[src/core/cisr_pkg.sv]
// cisr_pkg: constants, register map and carrier types for the card interrupt steering block
// assumes a single 25 MHz clock domain and a classic wishbone slave with 32-bit data
package cisr_pkg;

    // --------------------
    // sizes
    // --------------------
    localparam int NUM_SOCK = 2;
    localparam int NUM_IRQ = 10;
    localparam int NUM_STB = 2;

    // --------------------
    // register byte offsets (index times four)
    // --------------------
    localparam logic [7:0] IDX_INT_GEN = 8'h03;
    localparam logic [7:0] IDX_MISC2 = 8'h1e;
    localparam logic [9:0] OFF_INT_GEN0 = 10'h00c;
    localparam logic [9:0] OFF_EXT_CTL0 = 10'h10c;
    localparam logic [9:0] OFF_INT_GEN1 = 10'h20c;
    localparam logic [9:0] OFF_EXT_CTL1 = 10'h30c;
    localparam logic [9:0] OFF_MISC2 = 10'h078;
    localparam logic [9:0] OFF_STEER0 = 10'h040;
    localparam logic [9:0] OFF_STEER1 = 10'h044;
    localparam logic [9:0] OFF_MGMT_EN0 = 10'h048;
    localparam logic [9:0] OFF_MGMT_EN1 = 10'h04c;
    localparam logic [9:0] OFF_MGMT_STAT0 = 10'h050;
    localparam logic [9:0] OFF_MGMT_STAT1 = 10'h054;
    localparam logic [9:0] OFF_STB_CFG = 10'h058;
    localparam logic [9:0] OFF_STB_PORT0 = 10'h05c;
    localparam logic [9:0] OFF_STB_PORT1 = 10'h060;
    localparam logic [9:0] OFF_PIN_STAT = 10'h064;

    // --------------------
    // field positions
    // --------------------
    localparam int BIT_RING_EN = 7;   // interrupt_general_control
    localparam int BIT_IO_CARD = 5;
    localparam int BIT_ACT_LAMP = 2;  // extension_control_one
    localparam int BIT_RING_SEL = 7;  // miscellaneous_control_two
    localparam int BIT_DMA_SEL = 6;
    localparam int BIT_DRIVE_LAMP = 4;
    localparam int BIT_SUSPEND = 2;
    localparam int BIT_SHARE = 4;     // unused; the steering register share bit is bit 8
    localparam int BIT_ACTIVE = 5;    // interrupt_general_control, card activated

    // --------------------
    // reset values and timing
    // --------------------
    localparam logic [7:0] RST_REG = 8'h00;
    localparam logic [7:0] RST_MISC2 = 8'h02;
    localparam logic [3:0] IRQ_NONE = 4'h0;
    localparam int PULSE_NS = 200;
    localparam int CLK_NS = 40;
    localparam int PULSE_CYC = (PULSE_NS + CLK_NS - 1) / CLK_NS;

    // --------------------
    // carrier types
    // --------------------
    typedef struct packed {
        logic card_present;
        logic ready_ireq;
        logic bvd1_stschg;
        logic bvd2_spkr;
        logic cycle_active;
    } cisr_sock_t;

    typedef struct packed {
        logic [NUM_IRQ-1:0] out;
        logic [NUM_IRQ-1:0] oe;
    } cisr_irq_t;

    // steering code 1..10 selects pin code-1, 0 selects none
    typedef struct packed {
        logic share;
        logic [3:0] mgmt_sel;
        logic [3:0] card_sel;
    } cisr_steer_t;

endpackage : cisr_pkg

[src/core/cisr_top.sv]
// cisr_top: interrupt steering, lamp, ring wake, dma pin redefinition and general strobes
// assumes socket inputs and isa pins are asynchronous and pass two flops before use
`timescale 1ns/100ps
module cisr_top #(
    parameter int PULSE_CYC = cisr_pkg::PULSE_CYC
) (
    input wire logic clk_i,
    input wire logic rst_i,
    input wire logic cyc_i,
    input wire logic stb_i,
    input wire logic we_i,
    input wire logic [9:0] adr_i,
    input wire logic [3:0] sel_i,
    input wire logic [31:0] dat_i,
    output logic [31:0] dat_o,
    output logic ack_o,
    input wire cisr_pkg::cisr_sock_t [cisr_pkg::NUM_SOCK-1:0] sock_i,
    input wire logic isa_access_i,
    input wire logic dack_n_i,
    input wire logic dma_req_i,
    input wire logic volt_sense_i,
    input wire logic [7:0] ext_port_i,
    output cisr_pkg::cisr_irq_t irq_o,
    output logic [cisr_pkg::NUM_STB-1:0] general_strobe_o,
    output logic [7:0] ext_port_o
);

    localparam int NS = cisr_pkg::NUM_SOCK;
    localparam int NI = cisr_pkg::NUM_IRQ;

    // --------------------
    // decode helpers
    // --------------------
    function automatic logic [NI-1:0] cisr_pin_dec(input logic [3:0] code);
        logic [NI-1:0] v;
        v = '0;
        if (code != cisr_pkg::IRQ_NONE && code <= 4'(NI))
        begin
            v[code - 4'h1] = 1'b1;
        end
        return v;
    endfunction : cisr_pin_dec

    // --------------------
    // input synchronisers
    // --------------------
    cisr_pkg::cisr_sock_t [NS-1:0] sock_m_ff, sock_s_ff, sock_d_ff;
    logic [3:0] misc_m_ff, misc_s_ff;
    logic [7:0] port_m_ff, port_s_ff;

    // two-flop capture, first stage read only by second
    always_ff @(posedge clk_i)
    begin
        sock_m_ff <= sock_i;
        sock_s_ff <= sock_m_ff;
        sock_d_ff <= sock_s_ff;
        misc_m_ff <= {isa_access_i, dack_n_i, dma_req_i, volt_sense_i};
        misc_s_ff <= misc_m_ff;
        port_m_ff <= ext_port_i;
        port_s_ff <= port_m_ff;
    end

    // --------------------
    // registers
    // --------------------
    logic [7:0] int_gen_ff [NS];
    logic [7:0] ext_ctl_ff [NS];
    logic [7:0] misc2_ff;
    cisr_pkg::cisr_steer_t steer_ff [NS];
    logic [3:0] mgmt_en_ff [NS];
    logic [3:0] mgmt_stat_ff [NS];
    logic [1:0] stb_cfg_ff;
    logic [7:0] ext_port_ff;
    logic ack_ff;
    logic [31:0] dat_ff;

    wire req = cyc_i && stb_i && !ack_ff;
    wire wr = req && we_i && sel_i[0];
    wire [7:0] wd = dat_i[7:0];

    // single registered ack one cycle after the request, dropped the cycle after
    always_ff @(posedge clk_i)
    begin
        if (rst_i)
            ack_ff <= 1'b0;
        else
            ack_ff <= req;
    end

    // miscellaneous_control_two and strobe configuration writes
    always_ff @(posedge clk_i)
    begin
        if (rst_i)
        begin
            misc2_ff <= cisr_pkg::RST_MISC2;
            stb_cfg_ff <= '0;
            ext_port_ff <= cisr_pkg::RST_REG;
        end
        else if (wr)
        begin
            if (adr_i == cisr_pkg::OFF_MISC2)
                misc2_ff <= wd;
            if (adr_i == cisr_pkg::OFF_STB_CFG)
                stb_cfg_ff <= wd[1:0];
            if (adr_i == cisr_pkg::OFF_STB_PORT0 || adr_i == cisr_pkg::OFF_STB_PORT1)
                ext_port_ff <= wd;
        end
    end

    // --------------------
    // per-socket logic
    // --------------------
    logic [NS-1:0] card_irq, lamp_req, ring_req;
    logic [NI-1:0] card_pins [NS];
    logic [NI-1:0] mgmt_pins [NS];
    logic [NS-1:0] share_s;

    genvar s;
    generate
        for (s = 0; s < NS; s++)
        begin : g_sock
            localparam logic [9:0] OIG = s ? cisr_pkg::OFF_INT_GEN1 : cisr_pkg::OFF_INT_GEN0;
            localparam logic [9:0] OEC = s ? cisr_pkg::OFF_EXT_CTL1 : cisr_pkg::OFF_EXT_CTL0;
            localparam logic [9:0] OST = s ? cisr_pkg::OFF_STEER1 : cisr_pkg::OFF_STEER0;
            localparam logic [9:0] OME = s ? cisr_pkg::OFF_MGMT_EN1 : cisr_pkg::OFF_MGMT_EN0;
            localparam logic [9:0] OMS = s ? cisr_pkg::OFF_MGMT_STAT1 : cisr_pkg::OFF_MGMT_STAT0;
            wire io_card = int_gen_ff[s][cisr_pkg::BIT_IO_CARD];
            wire present = sock_s_ff[s].card_present;
            wire active = present && int_gen_ff[s][cisr_pkg::BIT_ACTIVE];
            logic [3:0] evt;

            // socket control registers
            always_ff @(posedge clk_i)
            begin
                if (rst_i)
                begin
                    int_gen_ff[s] <= cisr_pkg::RST_REG;
                    ext_ctl_ff[s] <= cisr_pkg::RST_REG;
                    steer_ff[s] <= '0;
                    mgmt_en_ff[s] <= '0;
                end
                else if (wr)
                begin
                    if (adr_i == OIG)
                        int_gen_ff[s] <= wd;
                    if (adr_i == OEC)
                        ext_ctl_ff[s] <= wd;
                    if (adr_i == OST)
                        steer_ff[s] <= cisr_pkg::cisr_steer_t'(dat_i[8:0]);
                    if (adr_i == OME)
                        mgmt_en_ff[s] <= wd[3:0];
                end
            end

            // status edges: detect, bvd2 (mem), bvd1/stschg, ready (mem)
            always_comb
            begin
                evt[0] = sock_s_ff[s].card_present ^ sock_d_ff[s].card_present;
                evt[1] = !io_card && (sock_s_ff[s].bvd2_spkr ^ sock_d_ff[s].bvd2_spkr);
                evt[2] = sock_s_ff[s].bvd1_stschg ^ sock_d_ff[s].bvd1_stschg;
                evt[3] = !io_card && (sock_s_ff[s].ready_ireq ^ sock_d_ff[s].ready_ireq);
            end

            // latched flags, write one to clear, set wins
            always_ff @(posedge clk_i)
            begin
                if (rst_i)
                    mgmt_stat_ff[s] <= '0;
                else
                    mgmt_stat_ff[s] <= (mgmt_stat_ff[s] & ~((wr && adr_i == OMS) ? wd[3:0] : 4'h0))
                        | evt;
            end

            // socket-class source, active low ireq on io card
            assign card_irq[s] = present && io_card && !sock_s_ff[s].ready_ireq;
            assign card_pins[s] = cisr_pin_dec(steer_ff[s].card_sel);
            assign mgmt_pins[s] = cisr_pin_dec(steer_ff[s].mgmt_sel);
            assign share_s[s] = steer_ff[s].share;

            // lamp sources, masked when card absent or inactive
            assign lamp_req[s] = active && (
                (ext_ctl_ff[s][cisr_pkg::BIT_ACT_LAMP] && sock_s_ff[s].cycle_active)
                || (misc2_ff[cisr_pkg::BIT_DRIVE_LAMP] && io_card
                    && !sock_s_ff[s].bvd2_spkr));

            // ring qualified by enable and io card
            assign ring_req[s] = present && io_card && int_gen_ff[s][cisr_pkg::BIT_RING_EN]
                && !sock_s_ff[s].bvd1_stschg;
        end
    endgenerate

    // --------------------
    // steering merge
    // --------------------
    logic [NI-1:0] lvl, assigned, share_pins;
    always_comb
    begin
        lvl = '0;
        assigned = '0;
        share_pins = '0;
        for (int i = 0; i < NS; i++)
        begin
            if (card_irq[i])
                lvl = lvl | card_pins[i];
            if (|(mgmt_stat_ff[i] & mgmt_en_ff[i]))
                lvl = lvl | mgmt_pins[i];
            assigned = assigned | card_pins[i] | mgmt_pins[i];
            if (share_s[i])
                share_pins = share_pins | card_pins[i] | mgmt_pins[i];
        end
    end

    // --------------------
    // shared-mode pulse per pin
    // --------------------
    logic [NI-1:0] lvl_d_ff, pulse_on;
    logic [7:0] pcnt_ff [NI];
    genvar p;
    generate
        for (p = 0; p < NI; p++)
        begin : g_pulse
            // rising source starts a fixed pulse, then pin releases
            always_ff @(posedge clk_i)
            begin
                if (rst_i)
                begin
                    pcnt_ff[p] <= '0;
                    lvl_d_ff[p] <= 1'b0;
                end
                else
                begin
                    lvl_d_ff[p] <= lvl[p];
                    if (lvl[p] && !lvl_d_ff[p])
                        pcnt_ff[p] <= 8'(PULSE_CYC);
                    else if (pcnt_ff[p] != 8'h00)
                        pcnt_ff[p] <= pcnt_ff[p] - 8'h01;
                end
            end
            assign pulse_on[p] = pcnt_ff[p] != 8'h00;
        end
    endgenerate

    // --------------------
    // ring wake latch
    // --------------------
    logic ring_wake_ff;
    wire ring_sel = misc2_ff[cisr_pkg::BIT_RING_SEL];
    // held low until isa bus activity, passes in suspend too
    always_ff @(posedge clk_i)
    begin
        if (rst_i)
            ring_wake_ff <= 1'b0;
        else if (ring_sel && |ring_req)
            ring_wake_ff <= 1'b1;
        else if (misc_s_ff[3] || !ring_sel)
            ring_wake_ff <= 1'b0;
    end

    // --------------------
    // pin drive
    // --------------------
    logic [NI-1:0] nxt_out, nxt_oe;
    wire dma_sel = misc2_ff[cisr_pkg::BIT_DMA_SEL];
    wire lamp_mode = |{ext_ctl_ff[0][cisr_pkg::BIT_ACT_LAMP], ext_ctl_ff[1][cisr_pkg::BIT_ACT_LAMP],
        misc2_ff[cisr_pkg::BIT_DRIVE_LAMP]};

    // steered drive, shared pulses, alternate pin functions
    always_comb
    begin
        for (int i = 0; i < NI; i++)
        begin
            if (share_pins[i])
            begin
                nxt_out[i] = 1'b1;
                nxt_oe[i] = pulse_on[i];
            end
            else
            begin
                nxt_out[i] = lvl[i];
                nxt_oe[i] = assigned[i];
            end
        end
        // pin 3 is irq9, pin 4 irq10, pin 5 irq12, pin 8 irq15
        if (lamp_mode)
        begin
            nxt_out[5] = 1'b0;
            nxt_oe[5] = |lamp_req;
        end
        if (ring_sel)
        begin
            nxt_out[8] = !ring_wake_ff;
            nxt_oe[8] = 1'b1;
        end
        if (dma_sel)
        begin
            nxt_out[3] = 1'b0;
            nxt_oe[3] = 1'b0;
            nxt_out[4] = misc_s_ff[1];
            nxt_oe[4] = 1'b1;
        end
    end

    always_ff @(posedge clk_i)
    begin
        if (rst_i)
            irq_o <= '0;
        else
            irq_o <= '{out: nxt_out, oe: nxt_oe};
    end

    // --------------------
    // general strobes on virtual registers
    // --------------------
    logic [cisr_pkg::NUM_STB-1:0] nxt_stb;
    always_comb
    begin
        // cfg bit set selects read direction, clear selects write
        nxt_stb[0] = cyc_i && stb_i && adr_i == cisr_pkg::OFF_STB_PORT0
            && (we_i != stb_cfg_ff[0]);
        nxt_stb[1] = cyc_i && stb_i && adr_i == cisr_pkg::OFF_STB_PORT1
            && (we_i != stb_cfg_ff[1]);
    end

    always_ff @(posedge clk_i)
    begin
        if (rst_i)
        begin
            general_strobe_o <= '0;
            ext_port_o <= '0;
        end
        else
        begin
            general_strobe_o <= nxt_stb & {NS{!ack_ff}};
            ext_port_o <= ext_port_ff;
        end
    end

    // --------------------
    // read mux
    // --------------------
    logic [31:0] nxt_dat;
    always_comb
    begin
        nxt_dat = 32'h0000_0000;
        unique case (adr_i)
            cisr_pkg::OFF_INT_GEN0: nxt_dat[7:0] = int_gen_ff[0];
            cisr_pkg::OFF_INT_GEN1: nxt_dat[7:0] = int_gen_ff[1];
            cisr_pkg::OFF_EXT_CTL0: nxt_dat[7:0] = ext_ctl_ff[0];
            cisr_pkg::OFF_EXT_CTL1: nxt_dat[7:0] = ext_ctl_ff[1];
            cisr_pkg::OFF_MISC2: nxt_dat[7:0] = misc2_ff;
            cisr_pkg::OFF_STEER0: nxt_dat[8:0] = steer_ff[0];
            cisr_pkg::OFF_STEER1: nxt_dat[8:0] = steer_ff[1];
            cisr_pkg::OFF_MGMT_EN0: nxt_dat[3:0] = mgmt_en_ff[0];
            cisr_pkg::OFF_MGMT_EN1: nxt_dat[3:0] = mgmt_en_ff[1];
            cisr_pkg::OFF_MGMT_STAT0: nxt_dat[3:0] = mgmt_stat_ff[0];
            cisr_pkg::OFF_MGMT_STAT1: nxt_dat[3:0] = mgmt_stat_ff[1];
            cisr_pkg::OFF_STB_CFG: nxt_dat[1:0] = stb_cfg_ff;
            cisr_pkg::OFF_STB_PORT0, cisr_pkg::OFF_STB_PORT1: nxt_dat[7:0] = port_s_ff;
            cisr_pkg::OFF_PIN_STAT: nxt_dat[3:0] = {ring_wake_ff, |lamp_req,
                misc_s_ff[2], misc_s_ff[0]};
            default: nxt_dat = 32'h0000_0000;
        endcase
    end

    always_ff @(posedge clk_i)
    begin
        if (rst_i)
            dat_ff <= '0;
        else if (req && !we_i)
            dat_ff <= nxt_dat;
    end

    assign ack_o = ack_ff;
    assign dat_o = dat_ff;

endmodule : cisr_top

[config.mk]
export PLATFORM = sky130hd
export DESIGN_NAME = cisr_top
export DESIGN_NICKNAME = d
export VERILOG_FILES = /design/src/core/cisr_pkg.sv /design/src/core/cisr_top.sv
export SDC_FILE = /design/constraint.sdc
export NUM_CORES = 1
export LEC_CHECK = 0
export BUFFER_PORTS_ARGS = -buffer_cell sky130_fd_sc_hd__buf_2
export CAP_MARGIN = 10
export CORE_MARGIN = 4
export CORE_UTILIZATION = 40
export CTS_CLUSTER_DIAMETER = 40
export DETAILED_ROUTE_END_ITERATION = 10
export PLACE_DENSITY = 0.61
export REMOVE_ABC_BUFFERS = 1
export SYNTH_ARGS = -nofsm -noshare
export SYNTH_HDL_FRONTEND = slang
export SYNTH_SLANG_ARGS = --single-unit
[constraint.sdc]
create_clock -name clk_i -period 6.7 [get_ports clk_i]
set_input_delay 1.005 -clock clk_i [delete_from_list [all_inputs] [get_ports clk_i]]
set_output_delay 1.005 -clock clk_i [all_outputs]
set_load 0.03 [all_outputs]
Yosys cells after proc, flatten, opt, wreduce, memory -nomap -nowiden
Memory sizes are Yosys's and may differ from the RTL's.
Cells that the tools add are included.
{"block": "totals", "mem_count": 6, "regBits": 121, "latch_bits": 0, "mem_bits_ro": 0, "ram_bits": 146}
{"block": "op_classes", "shifts": 0, "n_bitwise": 55, "n_addsub": 14, "n_mux": 186, "eq_ne": 17, "div": 0, "n_lt_le_gt_ge": 12, "mul": 0, "reduce_logical": 102}
{"memory": "pcnt_ff", "words": 10, "word_bits": 8, "rd": 10, "rd_ports_with_merged_regs": 0, "wr": 10, "line_no": "cisr_top.sv:217", "text": "logic [7:0] pcnt_ff [NI];"}
{"memory": "steer_ff", "words": 2, "word_bits": 9, "rd": 2, "rd_ports_with_merged_regs": 0, "wr": 2, "line_no": "cisr_top.sv:69", "text": "cisr_pkg::cisr_steer_t steer_ff [NS];"}
{"memory": "ext_ctl_ff", "words": 2, "word_bits": 8, "rd": 2, "rd_ports_with_merged_regs": 0, "wr": 2, "line_no": "cisr_top.sv:67", "text": "logic [7:0] ext_ctl_ff [NS];"}
{"memory": "int_gen_ff", "words": 2, "word_bits": 8, "rd": 2, "rd_ports_with_merged_regs": 0, "wr": 2, "line_no": "cisr_top.sv:66", "text": "logic [7:0] int_gen_ff [NS];"}
{"memory": "mgmt_en_ff", "words": 2, "word_bits": 4, "rd": 2, "rd_ports_with_merged_regs": 0, "wr": 2, "line_no": "cisr_top.sv:70", "text": "logic [3:0] mgmt_en_ff [NS];"}
{"memory": "mgmt_stat_ff", "words": 2, "word_bits": 4, "rd": 2, "rd_ports_with_merged_regs": 0, "wr": 2, "line_no": "cisr_top.sv:71", "text": "logic [3:0] mgmt_stat_ff [NS];"}
{"cell": "2-to-1 mux 8 bit", "count": 24}
{"cell": "2-to-1 mux 1 bit", "count": 134}
{"cell": "== test 10 x 7 -> 1 bit, second input constant", "count": 11}
{"cell": "2-to-1 mux 10 bit", "count": 10}
{"cell": "bitwise OR 10 bit", "count": 8}
{"cell": "nonzero test 8 bit", "count": 10}
{"cell": "subtractor 8 x 1 -> 8 bit, second input constant", "count": 10}
{"cell": "logical AND 1 bit", "count": 50}
{"cell": "one-hot mux 4 bit (8 select lines)", "count": 1}
{"cell": "bitwise OR 1 bit", "count": 30}
{"cell": "one-hot mux 2 bit (14 select lines)", "count": 1}
{"cell": "one-hot mux 2 bit (13 select lines)", "count": 1}
{"cell": "2-to-1 mux 4 bit", "count": 6}
{"cell": "logical NOT 1 bit", "count": 22}
{"cell": "== test 10 bit, second input constant", "count": 2}
{"cell": "< comparator 4 x 5 -> 1 bit, second input constant", "count": 4}
{"cell": "2-to-1 mux 9 bit", "count": 2}
{"cell": "bitwise AND 4 bit", "count": 4}
{"cell": "demux 1 bit (select 4 bit)", "count": 4}
{"cell": ">= comparator 4 x 1 -> 1 bit, second input constant", "count": 4}
{"cell": "<= comparator 4 bit, second input constant", "count": 4}
{"cell": "nonzero test 4 bit", "count": 4}
{"cell": "subtractor 4 x 1 -> 4 bit, second input constant", "count": 4}
{"cell": "OR reduction 4 bit", "count": 3}
{"cell": "14 further kinds", "count": 33}

Depth between registers and ports, before layout
Gate-level depths: netlist of the first run.
An unclocked memory read counts as a cell.
{"block": "depth", "ltp_word": 20, "ltp_mapped": 8, "ltp_nobuf": 6}

Least setup slack after synthesis of the first run
Ideal clock, no wire load.
{"block": "synth_path", "path_type": "input to register", "startpoint": "in adr_i[4]", "endpoint": "mem ext_ctl_ff[1][0] (enable)", "cell_stages": 5, "path_slack_ns": 3.452, "path_buffers": 1, "setup_ns": 0.398, "arrival_time_ns": 2.850, "cell_sequence": "buf_2 > nor4_1 > and2_1 > nand2_1 > o41ai_1"}
{"element": "start: declaration", "line_no": "cisr_top.sv:12", "text": "input wire logic [9:0] adr_i,"}
{"element": "end: declaration", "line_no": "cisr_top.sv:67"}

==> summary.txt, run 1 <==
Outcome
  • Status: finished, final reports clean

STA
  • Hold Vio Cnt, Final: 0
  • Slew margin rel.: 0.227
  • Unrepaired setup endpoints after global routing: false
  • Final setup viols: 0
  • Clock skew: roughly 30 ps
  • Worst-Margin Slew: 1150 ps
  • Fin Hold WS: roughly 320 ps
  • Max Clk Rate: slightly above 300 MHz
  • Setup_tns: 0 ps
  • Fin. max-slew vios: 0
  • Period minus WS final: around 3200 ps
  • Final period util: 0.480

GRT
  • GRT Total Usage: 0.183
  • First-pass GRT wire length: 49300 um
  • Initial antenna violation count: 0
  • Largest net degree at the start of global routing: 48
  • Vias in the first global route: 9004
  • Total gr overflow: 0

Floorplan
  • Die Ht: 184 um
  • Core area: around 31000 sq um
  • # IOs: roughly 140
  • Die width: 184 um
  • Initial Util: 0.405
  • Rows: 64
  • Die area: between 30000 and 40000 sq um

Yosys
  • Synth Area per Inst: 10.7 sq um
  • #FFs+latches synth: 267
  • Post-synth top flop: edfxtp_1
  • Seq/Total Area, Yosys: 0.544
  • Synth cell count leaders: edfxtp_1 (138), dfxtp_1 (129), nor2_1 (108)
  • Count leader, synth: edfxtp_1
  • Top post-synthesis cells by area: edfxtp_1 (34%), dfxtp_1 (21%), and2_1 (3.3%), nor2_1 (3.3%), nor3_1 (3.2%)
  • Gate Count Post-Synth: 1154
  • Synth top area share: 0.335
  • Yosys warnings: 0
  • Post-synth EDFFs: 138
  • Ys async rst share: 0
  • Yosys top cell by area: edfxtp_1
  • Synthesized area: 12400 sq um
  • Unique masters post-synth: 72

Power
  • Combinational fraction of design power: 0.209
  • Net Sw Power: 1.54 mW
  • Static Leak: 5.32 nW
  • Pint: 3.58 mW
  • Peak VDD IR: 0.198 mV
  • Net Sw Frac: 0.301
  • Pwr per Cell Area: between 300 and 400 nW/um^2
  • Sequential power share: 0.433
  • Clk pwr share: 0.358

Detailed routing
  • Drc violations: 0
  • First-pass iteration count of the detailed router: 5
  • DR iter-0 viols: 747
  • Routed wire length: approximately 31000 um
  • Vias: between 9000 and 10000
  • DR vias/cell: about 5.5
  • Antenna-violating nets left: 0
  • DR WL/cell: between 15 and 20 um

Worst setup path
  • Startpoint Class: input pin
  • Required @ worst endpoint: 7080 ps
  • Crit-path max FO: 19
  • Crit path from: adr_i[4]
  • CP endpoint kind: register
  • Worst path arrival time: 3590 ps
  • Setup Crit Path Kind: in2reg
  • Reg2Reg Launch Point: mgmt_en_ff[1][3]

CTS
  • CTS tree: yes
  • H-tree Lvls: 2
  • Post-CTS Setup Inserts: 0
  • Cts hold-fix bufs: 0
  • Clock tree sinks: approximately 270
  • CTS buffer count: 36
  • Clk root buf: clkbuf_16
  • Longest Clk Path Bufs: 3
  • Post-CTS sizing: 0
  • Clk Latency, worst-skew pair: 520 ps
  • CTS clock-pin slew for the worst setup and hold paths: around 60 ps

Final layout
  • FF/Latch Area: about 6700 sq um
  • Synth-to-layout area growth: 15.0%
  • Final-layout fill cell count: 2850
  • Area occupied by multi-input gates: 5210 sq um
  • Share of layout cells above drive strength 1: 0.155
  • Ant diodes: 0
  • Final instance area: 14200 sq um
  • Final net count: between 1000 and 1500

Placed design
  • Placed Area: between 10000 and 15000 sq um
  • I/O Buffers: between 80 and 90
  • DP Wirelength: 22100 um
  • Gpl congestion: 0.906

Hold path
  • Hold crit path type: reg2reg
  • Hold Startpoint: misc_m_ff[2]

Job
  • Max-Cap Viols: 0
-- state kept, by name (all words and copies together) (netlist names), 8 cells and up --
register / count
steer_ff: 18
sock_s_ff: 8
lvl_d_ff: 10
sock_m_ff: 10
port_s_ff: 8
sock_d_ff: 8
misc2_ff: 8
pcnt_ff: 80
mgmt_en_ff: 8
port_m_ff: 8
ext_ctl_ff: 16
mgmt_stat_ff: 8
int_gen_ff: 16
irq_o: 20
ext_port_ff: 8
ext_port_o: 8
dat_o: 9
-- per-stage QoR --
step / util / instances / power (mW) / setup slack, ps
after floorplan: - / 1105 / 3.03 / 3390
after global placement: 0.427 / 1596 / 3.28 / 3020
after detailed placement: 0.427 / 1596 / 3.31 / 2990
after CTS: 0.466 / 1660 / 5.16 / 3500
after global routing: 0.466 / 1660 / 5.42 / 3260
final: 0.466 / 1660 / 5.12 / 3490
-- critical path: stages --
cell	delay (ps)
buf_2	230
nor4_1	640
and2_1	610
nand2_1	220
nor3_1	650
and2_1	220
-- metal layers --
| metal | part of all wire | global-route usage | routed length, um | vias to the layer above |
|---|---|---|---|---|
| met3 | 0.073 | 0.0362 | 2270 | 64 |
| met5 | 0 | 0 | 0 | - |
| met1 | 0.43 | 0.247 | 13500 | 4389 |
| li1 | - | - | - | 4365 |
| met2 | 0.47 | 0.295 | 14600 | 349 |
| met4 | 0.028 | 0.0633 | 878 | 0 |
-- cell usage in the layout, fill, tap and decap left out, drive strengths merged, types with 10 or more instances in the layout --
cell	n
nor2	109
o22ai	19
inv	38
nand2	79
or3	15
nand2b	23
mux2i	22
nor3	80
ha	18
o32ai	24
buf	95
nand3	25
xor2	27
nor2b	20
clkinv	10
edfxtp	138
and2	65
a221oi	11
clkbuf	43
dfxtp	129
conb	23
a211oi	18
xnor2	43
a21oi	40
nor4	21
a22oi	21
-- kinds of logic (layout without fill, tap and decap cells) --
family | after synthesis | count (layout) | synth area share
simple gates | 486 | 486 | 0.205
xor+xnor | 70 | 70 | 0.0496
fa+ha+maj | 18 | 18 | 0.0182
mux | 32 | 32 | 0.0333
other cells | 1 | 23 | 0.000303
compound gates | 181 | 181 | 0.109
buf+inv | 99 | 187 | 0.0407
flops | 267 | 267 | 0.544
-- area by class of cell --
type | count | share of cell area
sequential | 267 | 0.473
inverter | 28 | 0.00740
clock buffer | 43 | 0.0703
tap | 396 | 0.0349
timing repair buffer | 95 | 0.0350
clock inverter | 21 | 0.0124
multi-input combinational | 810 | 0.367
-- power groups by stage --
| stage | Clock (mW) | Sequential (mW) | Combinational [mW] |
|---|---|---|---|
| finish | 1.83 | 2.22 | 1.07 |
| global route | 1.95 | 2.25 | 1.22 |
| CTS | 1.87 | 2.22 | 1.08 |
| detailed placement | 0 | 2.25 | 1.06 |
| global placement | 0 | 2.24 | 1.04 |
| floorplan | 0 | 2.21 | 0.827 |
-- worst paths after layout --
check / endpoint / slack, ps / cells after the start
worst max register to register: pcnt_ff[7][6] / 3690 / 4
worst min-delay path: misc_s_ff[2] / 320 / 0
worst min register to register: misc_s_ff[2] / 320 / 0
worst max-delay path: ext_ctl_ff[1][4] / 3490 / 6
Power figures use the tool's default switching activity.
==> run 2: changes to the inputs <==
Clock period 6.7 ns to 3.05 ns, I/O delays scaled along.
==> summary.txt, run 2 (synthesis gave the netlist of run 1 again) <==
Outcome
  • Status: finished, final reports clean (unchanged)

Detailed routing
  • Antenna-violating nets left: 0 (unchanged)
  • DR vias/cell: 5.48 (was 5.52)
  • Routed wire length: 31600 um (was 31300 um)
  • DR WL/cell: 18.4 um (was 18.9 um)
  • Drc violations: 0 (unchanged)
  • Routed metal-1 wirelength: 14000 um (was 13500 um)
  • DR iter-0 viols: 857 (was 747)
  • First-pass iteration count of the detailed router: 5 (unchanged)
  • Highest Signal Layer: met4 (unchanged)
  • DR WL met3: 2120 um (was 2270 um)
  • Vias: 9392 (was 9167)
  • Met2 wire len: 14600 um (about the same)

STA
  • Final setup viols: 0 (unchanged)
  • Period minus WS final: 2660 ps
  • Unrepaired setup endpoints after global routing: false (unchanged)
  • Worst-Margin Slew: 1120 ps (was 1150 ps)
  • Max Clk Rate: between 300 and 400 MHz
  • Clock skew: 23.7 ps (was 29.9 ps)
  • Fin. max-slew vios: 0 (unchanged)
  • Fin Hold WS: 25.0 ps (was 318 ps)
  • Final period util: 0.871
  • Hold Vio Cnt, Final: 0 (unchanged)
  • Setup_tns: 0 ps (unchanged)
  • Slew margin rel.: 0.243 (was 0.227)

GRT
  • GRT Total Usage: 0.184 (was 0.183)
  • Total gr overflow: 0 (unchanged)
  • Vias in the first global route: 8912 (was 9004)
  • First-pass GRT wire length: 49300 um (about the same)
  • Largest net degree at the start of global routing: 58 (was 48)
  • Initial antenna violation count: 0 (unchanged)

Final layout
  • Ant diodes: 0 (unchanged)
  • Finished Layout Cells: 1714 (was 1660)
  • Final net count: 1375 (was 1329)
  • Commonest cells after routing, fill and taps aside: edfxtp_1 (138), dfxtp_1 (129), nor2_1 (108) (unchanged)
  • Share of layout cells above drive strength 1: 0.180 (was 0.155)
  • Largest register by flop count: pcnt_ff (unchanged)
  • Final instance area: 14800 sq um (was 14200 sq um)
  • Commonest non-fill, non-tap cell in the layout: edfxtp_1 (unchanged)
  • Synth-to-layout area growth: 19.4% (was 15.0%)
  • Max reg flops: 80 (unchanged)
  • Top flop regs: pcnt_ff: 80 flops, irq_o: 20 flops, steer_ff: 18 flops (unchanged)
  • Final-layout fill cell count: 2807 (was 2850)

CTS
  • Post-CTS sizing: 0 (unchanged)
  • CTS tree: yes (unchanged)
  • CTS clock-pin slew for the worst setup and hold paths: 60 ps (about the same)
  • Cts hold-fix bufs: 12 (was 0)
  • Clk root buf: clkbuf_16 (unchanged)
  • Clock tree sinks: 267 (unchanged)
  • H-tree Lvls: 2 (unchanged)
  • Longest Clk Path Bufs: 3 (unchanged)
  • Clk Latency, worst-skew pair: 530 ps (was 520 ps)
  • Post-CTS Setup Inserts: 0 (unchanged)
  • CTS buffer count: 42 (was 36)

Floorplan
  • Rows: 64 (unchanged)
  • # IOs: 136 (unchanged)
  • Core area: 30500 sq um (unchanged)
  • Initial Util: 0.405 (unchanged)
  • Die Ht: 184 um (unchanged)
  • Die area: 33800 sq um (unchanged)
  • Die width: 184 um (unchanged)

Worst setup path
  • Worst path arrival time: 2860 ps (was 3590 ps)
  • CP endpoint kind: register (unchanged)
  • Reg2Reg Launch Point: mgmt_en_ff[1][3] (unchanged)
  • Reg2Reg Depth: 5 (was 4)
  • Setup Crit Path Kind: reg2reg (was in2reg)
  • Crit path from: mgmt_en_ff[1][3] (was adr_i[4])
  • Reg2Reg Setup Slack: 390 ps (was 3690 ps)
  • Required @ worst endpoint: 3260 ps (was 7080 ps)
  • Crit-path max FO: 10 (was 19)
  • R2R Path End: pcnt_ff[5][3] (was pcnt_ff[7][6])
  • Startpoint Class: register (was input pin)

Job
  • Max-Cap Viols: 0 (unchanged)

Placed design
  • DP Wirelength: 22700 um (was 22100 um)
  • Gpl congestion: 0.914 (was 0.906)
  • Cells after DPL: 1623 (was 1596)
  • I/O Buffers: 86 (unchanged)
  • Placed Area: 13300 sq um (was 13000 sq um)

Power
  • Static Leak: 5.61 nW (was 5.32 nW)
  • Peak VDD IR: 0.443 mV (was 0.198 mV)
  • Pwr per Cell Area: 799 nW/um^2 (was 360 nW/um^2)

Hold path
  • Worst Hold Endpoint: sock_m_ff[7] (was misc_s_ff[2])
  • Hold Path Stages: 1 (was 0)
  • Hold crit path type: in2reg (was reg2reg)
  • Hold Startpoint: sock_i[7] (was misc_m_ff[2])
==> run 2: metal layers <==
metal / up-vias / track usage
li1: 4474 / -
met1: 4543 / 0.258
met2: 316 / 0.290
met3: 59 / 0.0344
met4: 0 / 0.0568
met5: - / 0
==> run 2: how the worst max path moves through the flow <==
stage                             endpoint  cells past startpoint
after detailed placement     pcnt_ff[3][4]                      4
after global placement       pcnt_ff[3][4]                      4
after global routing         pcnt_ff[5][3]                      5
final                        pcnt_ff[5][3]                      5
after CTS                    pcnt_ff[5][3]                      5
after floorplan           int_gen_ff[1][0]                      4
==> run 2: power breakdown <==
| group | switching (mW) | internal [mW] |
|---|---|---|
| combinational | 1.33 | 1.03 |
| sequential | 0.405 | 4.47 |
| clock | 1.76 | 2.80 |
==> run 2: cell type report <==
class                      instances  area, sq um  share of cell area
clock inverter                    29          249              0.0169
inverter                          28          105             0.00712
timing repair buffer             135          838              0.0568
multi-input combinational        810         5210               0.353
sequential                       267         6730               0.456
clock buffer                      49         1130              0.0765
tap                              396          495              0.0336
==> run 2: metrics by stage <==
stage	total power [mW]	utilization	worst slack (ps)
6_report	11.8	0.484	392
5_1_grt	12.5	0.484	217
4_1_cts	11.9	0.483	398
3_5_place_dp	7.28	0.434	429
3_3_place_gp	7.21	0.434	475
2_1_floorplan	6.67	-	283
==> run 2: worst max-delay path, stage by stage, from the launching register on <==
cell	delay (ps)
edfxtp_1	420
a22oi_2	520
a211oi_1	160
a221oi_1	400
a21oi_1	280
or3_1	550
==> run 3: changes to the inputs <==
Settings changed: PLACE_DENSITY 0.61 to unset, TNS_END_PERCENT set to 5.
==> summary.txt, run 3 (synthesis gave the netlist of run 1 again) <==
Outcome
  • Status: finished, final reports clean (unchanged)

STA
  • Setup_tns: 0 ps (unchanged)
  • Max Clk Rate: 367 MHz (was 376 MHz)
  • Hold Vio Cnt, Final: 0 (unchanged)
  • Final period util: 0.892 (was 0.871)
  • Setup slack after layout: 328 ps (was 392 ps)
  • Clock skew: 26.8 ps (was 23.7 ps)
  • Slew margin rel.: 0.214 (was 0.243)
  • Unrepaired setup endpoints after global routing: false (unchanged)
  • Final setup viols: 0 (unchanged)
  • Fin. max-slew vios: 0 (unchanged)
  • Period minus WS final: 2720 ps (was 2660 ps)
  • Fin Hold WS: 26.6 ps (was 25.0 ps)
  • Worst-Margin Slew: 1170 ps (was 1120 ps)

Worst setup path
  • Startpoint Class: register (unchanged)
  • Setup Crit Path Kind: reg2reg (unchanged)
  • Worst path arrival time: 2940 ps (was 2860 ps)
  • Crit-path max FO: 10 (unchanged)
  • Required @ worst endpoint: 3260 ps (about the same)
  • CP endpoint kind: register (unchanged)

Detailed routing
  • DR iter-0 viols: 711 (was 857)
  • Drc violations: 0 (unchanged)
  • Routed wire length: 31400 um (was 31600 um)
  • First-pass iteration count of the detailed router: 6 (was 5)
  • Antenna-violating nets left: 0 (unchanged)
  • DR WL/cell: 18.6 um (was 18.4 um)
  • DR vias/cell: 5.47 (was 5.48)
  • Vias: 9254 (was 9392)

CTS
  • Longest Clk Path Bufs: 3 (unchanged)
  • CTS clock-pin slew for the worst setup and hold paths: 60 ps (about the same)
  • CTS tree: yes (unchanged)
  • CTS buffer count: 38 (was 42)
  • Post-CTS sizing: 0 (unchanged)
  • Clk root buf: clkbuf_16 (unchanged)
  • Cts hold-fix bufs: 0 (was 12)
  • H-tree Lvls: 2 (unchanged)
  • Clk Latency, worst-skew pair: 530 ps (about the same)
  • Clock tree sinks: 267 (unchanged)
  • Post-CTS Setup Inserts: 0 (unchanged)

Power
  • Pwr per Cell Area: 802 nW/um^2 (was 799 nW/um^2)
  • Peak VDD IR: 0.387 mV (was 0.443 mV)
  • Static Leak: 5.52 nW (was 5.61 nW)
  • Tot Pwr: 11.7 mW (was 11.8 mW)

Floorplan
  • Initial Util: 0.405 (unchanged)
  • Rows: 64 (unchanged)
  • Die width: 184 um (unchanged)
  • Die area: 33800 sq um (unchanged)
  • Core area: 30500 sq um (unchanged)
  • Die Ht: 184 um (unchanged)
  • # IOs: 136 (unchanged)

Final layout
  • Commonest non-fill, non-tap cell in the layout: edfxtp_1 (unchanged)
  • Synth-to-layout area growth: 17.9% (was 19.4%)
  • Final-layout fill cell count: 2834 (was 2807)
  • Top flop regs: pcnt_ff: 80 flops, irq_o: 20 flops, steer_ff: 18 flops (unchanged)
  • Largest register by flop count: pcnt_ff (unchanged)
  • Finished Layout Cells: 1692 (was 1714)
  • Final net count: 1357 (was 1375)
  • Share of layout cells above drive strength 1: 0.174 (was 0.180)
  • Max reg flops: 80 (unchanged)
  • Ant diodes: 0 (unchanged)
  • Util after Layout: 0.478 (was 0.484)
  • Final instance area: 14600 sq um (was 14800 sq um)
  • Commonest cells after routing, fill and taps aside: edfxtp_1 (138), dfxtp_1 (129), nor2_1 (108) (unchanged)

Placed design
  • Place WS: 354 ps (was 429 ps)
  • I/O Buffers: 86 (unchanged)
  • Placed Area: 13200 sq um (was 13300 sq um)
  • Gpl congestion: 0.908 (was 0.914)
  • DP Wirelength: 22600 um (was 22700 um)
  • Cells after DPL: 1621 (was 1623)

Job
  • Max-Cap Viols: 0 (unchanged)

GRT
  • First-pass GRT wire length: 48700 um (was 49300 um)
  • Total gr overflow: 0 (unchanged)
  • Largest net degree at the start of global routing: 51 (was 58)
  • Vias in the first global route: 8949 (was 8912)
  • Initial antenna violation count: 0 (unchanged)
  • GRT Total Usage: 0.181 (was 0.184)

Hold path
  • Hold crit path type: in2reg (unchanged)
-- run 3: cell types whose count changed in the layout (fill, tap and decap cells not counted), sizes merged --
cell,previous run,this run
bufinv,1,3
clkbuf,49,47
dlygate4sd3,12,0
clkinvlp,3,1
inv,42,37
buf,123,120
-- run 3: power by group --
part | switching [mW] | internal (mW)
Combinational | 1.33 | 1.02
Clock | 1.67 | 2.79
Sequential | 0.406 | 4.47
-- run 3: area by class of cell --
class | count | area (sq um) | area share
Timing Repair Buffer | 121 | 708 | 0.0486
Clock inverter | 24 | 259 | 0.0178
Clock buffer | 46 | 1060 | 0.0730
Inverter | 28 | 105 | 0.00721
Sequential cell | 267 | 6730 | 0.462
Multi-Input combinational cell | 810 | 5210 | 0.358
Tap cell | 396 | 495 | 0.0340
-- run 3: final timing paths --
path,from,to,slack [ps],cells after the start
setup / recovery,mgmt_en_ff[1][3],pcnt_ff[5][3],330,5
hold / removal,isa_access_i,misc_m_ff[3],30,1
setup reg to reg,mgmt_en_ff[1][3],pcnt_ff[5][3],330,5
hold reg to reg,misc_m_ff[1],misc_s_ff[1],320,0
-- run 3: critical path, stage by stage, from the launching register on --
cell	delay, ps
edfxtp_1	450
a22oi_2	510
a211oi_1	160
a221oi_1	460
a21oi_1	300
or3_1	540
-- run 3: layer usage --
layer	part of all wire	wire length (um)	GRT usage	vias to the layer above
li1	-	-	-	4424
met1	0.43	13600	0.245	4407
met2	0.46	14500	0.294	353
met3	0.074	2320	0.0360	70
met4	0.032	1000	0.0624	0
met5	0	0	0	-
